<file path="config.mk">
export PLATFORM = sky130hd
export DESIGN_NAME = serial_flash_program_erase_wrap
export DESIGN_NICKNAME = d
export VERILOG_FILES = /design/src/pin_sync2.v /design/src/word_buffer.v /design/src/serial_flash_program_erase_wrap.v
export VERILOG_INCLUDE_DIRS = /design/src /design/src/src
export SDC_FILE = /design/constraint.sdc
export NUM_CORES = 2
export LEC_CHECK = 0
export BUFFER_PORTS_ARGS = -buffer_cell sky130_fd_sc_hd__buf_4
export CELL_PAD_IN_SITES_DETAIL_PLACEMENT = 1
export CELL_PAD_IN_SITES_GLOBAL_PLACEMENT = 1
export CORE_UTILIZATION = 50
export DETAILED_ROUTE_END_ITERATION = 10
export GPL_TIMING_DRIVEN = 0
export PLACE_DENSITY = 0.77
export SETUP_SLACK_MARGIN = 0.1
export SLEW_MARGIN = 25
export SYNTH_ARGS = -nofsm -noshare
export SYNTH_HDL_FRONTEND = slang
export SYNTH_HIERARCHICAL = 1
export SYNTH_SLANG_ARGS = --single-unit
export TNS_END_PERCENT = 30
</file>
<file path="constraint.sdc">
create_clock -name i_clk -period 13.4 [get_ports i_clk]
set_clock_uncertainty 0.15 [all_clocks]
set_input_delay 2.01 -clock i_clk [delete_from_list [all_inputs] [get_ports i_clk]]
set_output_delay 2.01 -clock i_clk [all_outputs]
set_load 0.02 [all_outputs]
</file>
<file path="src/flash_seq_regs.vh">
// Constants for the serial flash program, erase and wrap sequencer.
// Assumes an includer that uses them by macro name.
//
// Operation
// - Wrap setup frame is opcode, 24 dummy bits, wrap byte; device latches it.
// - Stored wrap setting applies to later quad reads in any page, except in four-lane command mode.
// - Bit 4 low enables wrap; bits 6-5 pick 8/16/32/64 bytes.
// - Single-lane program is opcode, three address bytes, one or more data bytes.
// - Data passing the page end continues at offset zero of that page.
// - Over 256 data bytes, only the last 256 are programmed.
// - Under 256 data bytes, other bytes of the page stay untouched.
// - Program runs only when chip select rises on a data byte boundary.
// - Program and erase need the write enable latch set first.
// - Valid frame end starts timed cycle, busy high until done, latch cleared.
// - Status stays readable while a timed cycle runs.
// - Program to a protected page is not executed.
// - Quad program moves address and data on four lanes, needs quad enable.
// - Sector erase clears the whole sector holding the address.
// - Erase runs only when chip select rises right after third address byte.
// - Half block erase clears the whole 32KB block holding the address.
// - Full block erase clears the whole 64KB block holding the address.
// - Erase of a protected region is not executed.
// - Wrap setting does not apply in four-lane command mode.
`ifndef FLASH_SEQ_REGS_VH
`define FLASH_SEQ_REGS_VH
`define OP_WRITE_ENABLE 8'h06
`define OP_WRITE_DISABLE 8'h04
`define OP_WRAP_SET 8'h77
`define OP_PAGE_PROG 8'h02
`define OP_QUAD_PROG 8'h32
`define OP_SECTOR_ERASE 8'h20
`define OP_HALF_BLOCK_ERASE 8'h52
`define OP_FULL_BLOCK_ERASE 8'hD8
`define WRAP_RESET 3'h1
`define WRAP_DIS_BIT 4
`define WRAP_LEN_MSB 6
`define WRAP_LEN_LSB 5
`define CMD_END_BYTES 4'h1
`define ERASE_END_BYTES 4'h4
`define WRAP_END_BYTES 4'h5
`define PROG_MIN_BYTES 4'h5
`define ERASE_SIZE_SECTOR 2'h0
`define ERASE_SIZE_HALF 2'h1
`define ERASE_SIZE_FULL 2'h2
`define SECTOR_MASK 24'hFFF000
`define HALF_BLOCK_MASK 24'hFF8000
`define FULL_BLOCK_MASK 24'hFF0000
`define TOTAL_BLOCKS 8'h80
`define CLK_MHZ 20
`define PROG_TIME_US 400
`define SECTOR_ERASE_MS 50
`define HALF_BLOCK_ERASE_MS 150
`define FULL_BLOCK_ERASE_MS 300
`endif

</file>
<file path="src/pin_sync2.v">
// Two-flop synchroniser for pins entering the system clock domain.
// Assumes asynchronous pins and a free running i_clk.
`timescale 1ns/100ps
`default_nettype none
module pin_sync2 #(
    parameter W = 6
) (
    // Clock and reset
    input wire i_clk,
    input wire i_reset,
    // Pins and synchronised copies
    input wire [W-1:0] i_pins,
    output reg [W-1:0] o_pins
);
    reg [W-1:0] meta_q;
    always @(posedge i_clk or posedge i_reset) begin
        if (i_reset) begin
            meta_q <= {W{1'b1}};
            o_pins <= {W{1'b1}};
        end else begin
            meta_q <= i_pins;
            o_pins <= meta_q;
        end
    end
endmodule // pin_sync2
`default_nettype wire

</file>
<file path="src/word_buffer.v">
// Shift-style buffer; head entry and its valid are flops.
// Assumes source and sink on i_clk; push is ignored while full.
`timescale 1ns/100ps
`default_nettype none
module word_buffer #(
    parameter W = 32,
    parameter DEPTH = 2
) (
    // Clock and reset
    input wire i_clk,
    input wire i_reset,
    // Fill side
    input wire i_valid,
    input wire [W-1:0] i_data,
    output wire o_ready,
    // Drain side
    output wire o_valid,
    output wire [W-1:0] o_data,
    input wire i_ready
);
    wire [DEPTH:0] vld_w;
    wire [W-1:0] ent_w [0:DEPTH];
    wire push = i_valid & ~vld_w[DEPTH-1];
    wire pop = vld_w[0] & i_ready;
    assign o_ready = ~vld_w[DEPTH-1];
    assign o_valid = vld_w[0];
    assign o_data = ent_w[0];
    // Always-empty slot past the tail
    assign vld_w[DEPTH] = 1'b0;
    assign ent_w[DEPTH] = {W{1'b0}};
    genvar g;
    generate
        for (g = 0; g < DEPTH; g = g + 1) begin : g_ent
            reg v_q;
            reg [W-1:0] e_q;
            wire prev_v;
            // Slot filled next: shifted neighbour or the incoming word
            wire sh_v = pop ? vld_w[g+1] : vld_w[g];
            if (g == 0) begin : g_head
                assign prev_v = 1'b1;
            end else begin : g_tail
                assign prev_v = pop ? vld_w[g] : vld_w[g-1];
            end
            wire take = push & ~sh_v & prev_v;
            assign vld_w[g] = v_q;
            assign ent_w[g] = e_q;
            always @(posedge i_clk or posedge i_reset) begin
                if (i_reset) begin
                    v_q <= 1'b0;
                end else begin
                    v_q <= sh_v | take;
                end
            end
            always @(posedge i_clk) begin
                if (take) begin
                    e_q <= i_data;
                end else if (pop) begin
                    e_q <= ent_w[g+1];
                end
            end
        end
    endgenerate
endmodule // word_buffer
`default_nettype wire

</file>
<file path="src/serial_flash_program_erase_wrap.v">
// Command sequencer for wrap setup, page program and erase in a serial flash.
// Assumes link pins asynchronous to i_clk, configuration inputs steady, and serial clock well below i_clk/4.
`timescale 1ns/100ps
`default_nettype none
`include "flash_seq_regs.vh"
module serial_flash_program_erase_wrap #(
    parameter PROG_CYCLES = `PROG_TIME_US * `CLK_MHZ,
    parameter SECTOR_CYCLES = `SECTOR_ERASE_MS * 1000 * `CLK_MHZ,
    parameter HALF_CYCLES = `HALF_BLOCK_ERASE_MS * 1000 * `CLK_MHZ,
    parameter FULL_CYCLES = `FULL_BLOCK_ERASE_MS * 1000 * `CLK_MHZ,
    parameter BUF_DEPTH = 2
) (
    // Clock and reset
    input wire i_clk,
    input wire i_reset,
    // Serial link pins
    input wire i_chip_select_n,
    input wire i_serial_clock,
    input wire i_quad_lane_0,
    input wire i_quad_lane_1,
    input wire i_quad_lane_2,
    input wire i_quad_lane_3,
    // Configuration
    input wire i_quad_enable_bit,
    input wire i_four_lane_command_mode,
    input wire [4:0] i_block_protect_bits,
    // Array program stream
    output wire o_prog_valid,
    output wire [23:0] o_prog_addr,
    output wire [7:0] o_prog_data,
    input wire i_prog_ready,
    // Array erase request
    output reg o_erase_start,
    output reg [23:0] o_erase_addr,
    output reg [1:0] o_erase_size,
    // Status
    output reg o_write_in_progress,
    output reg o_write_enable_latch,
    output reg o_wrap_enable,
    output reg [1:0] o_wrap_length
);
    localparam ST_IDLE = 2'h0;
    localparam ST_PROG = 2'h1;
    localparam ST_ERASE = 2'h2;
    localparam [31:0] PROG_LOAD = PROG_CYCLES;
    localparam [31:0] SECTOR_LOAD = SECTOR_CYCLES;
    localparam [31:0] HALF_LOAD = HALF_CYCLES;
    localparam [31:0] FULL_LOAD = FULL_CYCLES;

    // Region lock check by 64KB block index
    function prot_hit;
        input [23:0] a;
        input [4:0] bp;
        reg [7:0] n;
        begin
            n = 8'h00;
            if (bp[2:0] == 3'h7) begin
                n = `TOTAL_BLOCKS;
            end else if (bp[2:0] != 3'h0) begin
                n = 8'h01 << (bp[2:0] - 3'h1);
            end
            if (bp[4]) begin
                prot_hit = {1'b0, a[22:16]} < n;
            end else begin
                prot_hit = {1'b0, a[22:16]} >= (`TOTAL_BLOCKS - n);
            end
        end
    endfunction

    // Program opcode decode, single or quad lane
    function is_program;
        input [7:0] op;
        begin
            is_program = (op == `OP_PAGE_PROG) | (op == `OP_QUAD_PROG);
        end
    endfunction

    // Pin synchronisation
    wire [5:0] pin_s;
    pin_sync2 #(.W(6)) u_sync (
        .i_clk(i_clk),
        .i_reset(i_reset),
        .i_pins({i_chip_select_n, i_serial_clock, i_quad_lane_3,
                 i_quad_lane_2, i_quad_lane_1, i_quad_lane_0}),
        .o_pins(pin_s)
    );
    wire cs_n_s = pin_s[5];
    wire sclk_s = pin_s[4];
    wire [3:0] lanes_s = pin_s[3:0];

    reg sclk_prev_q;
    reg cs_prev_q;
    reg [7:0] sh_q;
    reg [3:0] bitcnt_q;
    reg [3:0] bcnt_q;
    reg [7:0] op_q;
    reg [23:0] addr_q;
    reg [7:0] wrap_byte_q;
    reg [2:0] wrap_q;
    reg [7:0] ptr_q;
    reg [255:0] mask_q;
    reg [7:0] page_mem [0:255];
    reg [1:0] state_q;
    reg [31:0] timer_q;
    reg [8:0] feed_q;
    reg [15:0] page_q;
    reg frame_busy_q;

    wire sclk_rise = sclk_s & ~sclk_prev_q;
    wire cs_rise = cs_n_s & ~cs_prev_q;
    wire busy = (state_q != ST_IDLE);
    wire quad_phase = i_four_lane_command_mode |
                      ((op_q == `OP_QUAD_PROG) & (bcnt_q != 4'h0));
    wire [3:0] bits_nxt = bitcnt_q + (quad_phase ? 4'h4 : 4'h1);
    wire [7:0] sh_nxt = quad_phase ? {sh_q[3:0], lanes_s} : {sh_q[6:0], lanes_s[0]};
    wire byte_done = sclk_rise & ~cs_n_s & (bits_nxt == 4'h8);
    wire is_prog_op = is_program(op_q);
    wire data_wr = byte_done & (bcnt_q >= 4'h4) & is_prog_op & ~busy;

    // Frame end decode
    wire on_boundary = (bitcnt_q == 4'h0);
    wire locked = prot_hit(addr_q, i_block_protect_bits);
    wire prog_ok = (op_q == `OP_PAGE_PROG) |
                   ((op_q == `OP_QUAD_PROG) & i_quad_enable_bit);
    wire prog_frame = prog_ok & (bcnt_q >= `PROG_MIN_BYTES) & on_boundary;
    wire erase_op = (op_q == `OP_SECTOR_ERASE) | (op_q == `OP_HALF_BLOCK_ERASE) |
                    (op_q == `OP_FULL_BLOCK_ERASE);
    wire erase_frame = erase_op & (bcnt_q == `ERASE_END_BYTES) & on_boundary;
    wire allowed = o_write_enable_latch & ~busy & ~frame_busy_q;
    wire start_prog = cs_rise & prog_frame & allowed & ~locked;
    wire start_erase = cs_rise & erase_frame & allowed & ~locked;
    wire short_cmd = cs_rise & (bcnt_q == `CMD_END_BYTES) & on_boundary & ~busy &
                     ~frame_busy_q;
    wire wrap_frame = cs_rise & (op_q == `OP_WRAP_SET) &
                      (bcnt_q == `WRAP_END_BYTES) & on_boundary;

    // Program feed into the buffer
    wire feed_live = (state_q == ST_PROG) & ~feed_q[8];
    wire feed_push = feed_live & mask_q[feed_q[7:0]];
    wire buf_ready;
    wire [31:0] buf_out;
    word_buffer #(.W(32), .DEPTH(BUF_DEPTH)) u_buf (
        .i_clk(i_clk),
        .i_reset(i_reset),
        .i_valid(feed_push),
        .i_data({page_q, feed_q[7:0], page_mem[feed_q[7:0]]}),
        .o_ready(buf_ready),
        .o_valid(o_prog_valid),
        .o_data(buf_out),
        .i_ready(i_prog_ready)
    );
    assign o_prog_addr = buf_out[31:8];
    assign o_prog_data = buf_out[7:0];

    // Frame shifter
    always @(posedge i_clk or posedge i_reset) begin
        if (i_reset) begin
            sclk_prev_q <= 1'b1;
            cs_prev_q <= 1'b1;
            sh_q <= 8'h00;
            bitcnt_q <= 4'h0;
            bcnt_q <= 4'h0;
            op_q <= 8'h00;
            addr_q <= 24'h000000;
            wrap_byte_q <= 8'h00;
            ptr_q <= 8'h00;
            frame_busy_q <= 1'b0;
        end else begin
            sclk_prev_q <= sclk_s;
            cs_prev_q <= cs_n_s;
            if (cs_n_s) begin
                frame_busy_q <= 1'b0;
            end else if (busy) begin
                frame_busy_q <= 1'b1;
            end
            if (cs_n_s) begin
                bitcnt_q <= 4'h0;
                bcnt_q <= 4'h0;
            end else if (sclk_rise) begin
                sh_q <= sh_nxt;
                bitcnt_q <= byte_done ? 4'h0 : bits_nxt;
                if (byte_done) begin
                    if (bcnt_q != 4'hF) begin
                        bcnt_q <= bcnt_q + 4'h1;
                    end
                    case (bcnt_q)
                        4'h0: op_q <= sh_nxt;
                        4'h1: addr_q[23:16] <= sh_nxt;
                        4'h2: addr_q[15:8] <= sh_nxt;
                        4'h3: begin
                            addr_q[7:0] <= sh_nxt;
                            ptr_q <= sh_nxt;
                        end
                        4'h4: wrap_byte_q <= sh_nxt;
                        default: ;
                    endcase
                    if (data_wr) begin
                        ptr_q <= ptr_q + 8'h01;
                    end
                end
            end
        end
    end

    // Page image
    always @(posedge i_clk) begin
        if (data_wr) begin
            page_mem[ptr_q] <= sh_nxt;
        end
    end

    always @(posedge i_clk or posedge i_reset) begin
        if (i_reset) begin
            mask_q <= 256'h0;
        end else if (data_wr) begin
            mask_q[ptr_q] <= 1'b1;
        end else if (cs_n_s & ~cs_rise & ~busy) begin
            mask_q <= 256'h0;
        end
    end

    // Wrap setting and status
    always @(posedge i_clk or posedge i_reset) begin
        if (i_reset) begin
            wrap_q <= `WRAP_RESET;
            o_wrap_enable <= 1'b0;
            o_wrap_length <= 2'h0;
            o_write_enable_latch <= 1'b0;
        end else begin
            if (wrap_frame) begin
                wrap_q <= wrap_byte_q[`WRAP_LEN_MSB:`WRAP_DIS_BIT];
            end
            o_wrap_enable <= ~wrap_q[0] & ~i_four_lane_command_mode;
            o_wrap_length <= wrap_q[2:1];
            if (start_prog | start_erase) begin
                o_write_enable_latch <= 1'b0;
            end else if (short_cmd & (op_q == `OP_WRITE_ENABLE)) begin
                o_write_enable_latch <= 1'b1;
            end else if (short_cmd & (op_q == `OP_WRITE_DISABLE)) begin
                o_write_enable_latch <= 1'b0;
            end
        end
    end

    // Timed cycle
    always @(posedge i_clk or posedge i_reset) begin
        if (i_reset) begin
            state_q <= ST_IDLE;
            timer_q <= 32'h0;
            feed_q <= 9'h000;
            page_q <= 16'h0000;
            o_write_in_progress <= 1'b0;
            o_erase_start <= 1'b0;
            o_erase_addr <= 24'h000000;
            o_erase_size <= 2'h0;
        end else begin
            o_erase_start <= 1'b0;
            o_write_in_progress <= busy | start_prog | start_erase;
            if (timer_q != 32'h0) begin
                timer_q <= timer_q - 32'h1;
            end
            case (state_q)
                ST_IDLE: begin
                    if (start_prog) begin
                        state_q <= ST_PROG;
                        timer_q <= PROG_LOAD;
                        feed_q <= 9'h000;
                        page_q <= addr_q[23:8];
                    end else if (start_erase) begin
                        state_q <= ST_ERASE;
                        o_erase_start <= 1'b1;
                        if (op_q == `OP_SECTOR_ERASE) begin
                            timer_q <= SECTOR_LOAD;
                            o_erase_size <= `ERASE_SIZE_SECTOR;
                            o_erase_addr <= addr_q & `SECTOR_MASK;
                        end else if (op_q == `OP_HALF_BLOCK_ERASE) begin
                            timer_q <= HALF_LOAD;
                            o_erase_size <= `ERASE_SIZE_HALF;
                            o_erase_addr <= addr_q & `HALF_BLOCK_MASK;
                        end else begin
                            timer_q <= FULL_LOAD;
                            o_erase_size <= `ERASE_SIZE_FULL;
                            o_erase_addr <= addr_q & `FULL_BLOCK_MASK;
                        end
                    end
                end
                ST_PROG: begin
                    if (feed_live & (~feed_push | buf_ready)) begin
                        feed_q <= feed_q + 9'h001;
                    end
                    if ((timer_q <= 32'h1) & feed_q[8] & ~o_prog_valid) begin
                        state_q <= ST_IDLE;
                        timer_q <= 32'h0;
                    end
                end
                ST_ERASE: begin
                    if (timer_q <= 32'h1) begin
                        state_q <= ST_IDLE;
                        timer_q <= 32'h0;
                    end
                end
                default: state_q <= ST_IDLE;
            endcase
        end
    end
endmodule // serial_flash_program_erase_wrap
`default_nettype wire

</file>
==> out/qor.csv <==
metric;value;unit
outcome;finished, final reports clean;
fin. max-slew vios;0;
MaxCap Viol Count;0;
synthesized area;99870;sq um
root buf cell;clkbuf_16;
pre-CTS setup slack;5.126;ns
drt first-iter violations;7235;
Yosys top cell by area;edfxtp_1;
DIE HEIGHT;448.9;um
crit path DAT;7.81;ns
CP Max Fanout;10;
# clock sinks;2517;
Post-CTS Hold Fix Bufs;0;
Avg Vias per Cell;6.550;
CTS buffer count;239;
flop2flop setup slack;6.21;ns
CTS tree;built;
layout cells sized above 1;25.91;%
most frequent cells in the layout;edfxtp_1, mux4_2, nor2_1, dfrtp_1, a21oi_1;
IO Pins;81;
clock transition at the registers of the reported paths;0.07;ns
FMAX;133.5;MHz
DP Cell Count;7880;
flops & latches, synth;2517;
top_reg_cell synth;edfxtp_1;
H-tree depth;4;
HPWL Detailed;194.1;mm
initial core utilization;50.49;%
final hold vios;0;
Final min period;7.491;ns
post-layout util;57.30;%
initial antenna violation count;11;
sequential fraction of the synthesis area;73.67;%
largest net degree at the start of global routing;128;
peak supply drop;0.0001471;V
routed len/inst;35.73;um
power per standard cell area;145.4;nW/um^2
PnR Total Power;16480;uW
DRC viols;0;
RSZ-0062 raised after global routing;false;
Avg Cell Area, Syn;19.53;sq um
ys async rst share;16.09;%
Final Setup Violations;0;
worst setup path category;in2reg;
nets@finish;5525;
critical path data required time;13.72;ns
drt total wl;297.6;mm
fin crit share;55.91;%
largest cells by area after synthesis;edfxtp_1, mux4_2, dfrtp_1;
EDFF count, synth;2112;
FF-to-FF path depth;17;
Worst Hold Class;reg2reg;
Port Buffer Count;66;
GP Congestion;0.8634;
CORE AREA;197800;sq um
worst setup margin;5.909;ns
CP endpoint kind;flip-flop;
startpoint types;input pin;
All-Layer GR Usage;29.69;%
Pleak;0.03817;uW
Yosys warning count;6;
Hold EP;u_sync/o_pins[4]$_DFF_PP1_;
die area;201500;sq um
area grow syn2layout;13.50;%
worst skew pair latency;0.91;ns
Slew HR;21.68;%
Syn Inst Count;5114;
leading cell type in the layout, fill and taps excluded;edfxtp_1;
Post-DRT Antenna Nets;0;
Setup Buffers After CTS;0;
die width;448.9;um
synth unique cells;65;
Synth top area share;63.50;%
Worst-Margin Slew;1.175;ns
Hold Startpoint;u_sync/meta_q[4]$_DFF_PP1_;
Worst R2R End;page_mem[128][1]$_DFFE_PP_;
grt ovf;0;
Resize count post-CTS;0;
row count;163;
Finished Layout Cells;8331;
Hold WS;0.2123;ns
RR Startpoint;bcnt_q[0]$_DFFE_PP0P_;
vias in the first global route;56846;
worst hold stages;0;
first-pass GRT wire length;424.1;mm
Initial DRT Pass Iterations;6;
Max clock buf depth;3;
Via Count;54568;
## stage by stage
step / cell area [sq um] / setup TNS (ns)
CTS: 113300 / 0
global placement: 103700 / -1505.68
detailed placement: 105100 / 0
finish: 113400 / 0
global route: 113300 / 0
floorplan: 99920 / 0
## where the power goes
| part | internal [uW] | switching [uW] | total, uW |
|---|---|---|---|
| registers | 8770 | 15.1 | 8780 |
| clock network | 4090 | 3060 | 7150 |
| logic | 76.5 | 473 | 550 |
## metal layers
layer	up-vias	track usage, %	part of all wire, %
met2	3439	47.16	48
met5	-	0	0.042
met3	673	7.167	10
li1	21261	-	-
met1	29181	39.19	37
met4	14	13.39	4.9
## synth_stat cells (all sizes together) (3+ instances only)
cell type	n
o21a	3
or4	7
nand2	120
mux2i	28
nor2	606
a21o	7
o31ai	3
nand2b	17
clkbuf	214
nor4	12
a31oi	7
a22oi	15
mux4	742
nand3	29
inv	34
ha	28
edfxtp	2112
xnor2	21
a211oi	6
a221oi	3
nand4	11
nand3b	8
a22o	3
a21oi	289
or3	6
dfstp	15
mux2	67
o21ai	49
nor2b	14
xor2	15
and2	43
a31o	3
dfrtp	390
buf	102
or2	5
nor3	32
o211ai	6
and3	10
nor4b	3
## state kept, by name, indices dropped and copies added (netlist names), 3 cells and up
signal / count
page_mem: 2048
mask_q: 256
timer_q: 32
u_buf/g_ent.e_q: 32
u_buf/o_data: 32
addr_q: 16
page_q: 16
o_erase_addr: 12
feed_q: 9
op_q: 8
ptr_q: 8
sh_q: 7
u_sync/meta_q: 6
u_sync/o_pins: 6
bcnt_q: 4
bitcnt_q: 4
wrap_byte_q: 3
wrap_q: 3
## kinds of logic (layout without fill, tap and decap cells)
logic type	Yosys count	after routing	share of synthesized area (%)
AOI/OAI and AO/OA	411	411	2.276
xor gates and xnor gates	36	36	0.3157
adders and majority gates	28	28	0.3508
buffers and inverters	350	910	1.496
DFF	2517	2517	73.67
muxes	837	837	17.88
other	2	19	0.007519
and+or+nand+nor	933	933	4.006
## worst max path at each step
stage	from	endpoint	slack, ns	depth (start not counted)
floorplan	i_reset	addr_q[10]$_DFFE_PP0P_	0.38	1
global placement	i_reset	timer_q[5]$_DFF_PP0_	-3.90	2
detailed placement	i_four_lane_command_mode	page_mem[71][2]$_DFFE_PP_	5.13	15
CTS	i_four_lane_command_mode	page_mem[71][7]$_DFFE_PP_	6.01	15
global route	i_four_lane_command_mode	page_mem[128][1]$_DFFE_PP_	5.70	15
finish	i_four_lane_command_mode	page_mem[128][1]$_DFFE_PP_	5.91	15
## final cells by class
| type | count | area (sq um) |
|---|---|---|
| diodes | 6 | 15.01 |
| clock inverters | 155 | 1833 |
| repair buffers | 115 | 1687 |
| fillers | 17100 | 84470 |
| inverters | 34 | 187.7 |
| plain buffers | 316 | 1438 |
| flip-flops and latches | 2517 | 73580 |
| multi-input cells | 2258 | 24930 |
| clock buffers | 290 | 6392 |
| well taps | 2640 | 3303 |
## worst max-delay path: stages
cell,delay (ns)
buf_4,0.13
a31oi_1,0.13
buf_1,0.64
inv_1,0.10
ha_1,0.33
xor2_1,0.18
nor3_1,0.20
nand3_1,0.20
nor3_1,0.71
clkbuf_1,0.43
and2_1,0.44
nand2_1,0.69
clkbuf_2,0.52
buf_16,0.27
nor2_1,0.77
Note: power is estimated with default switching activity, not from simulation.
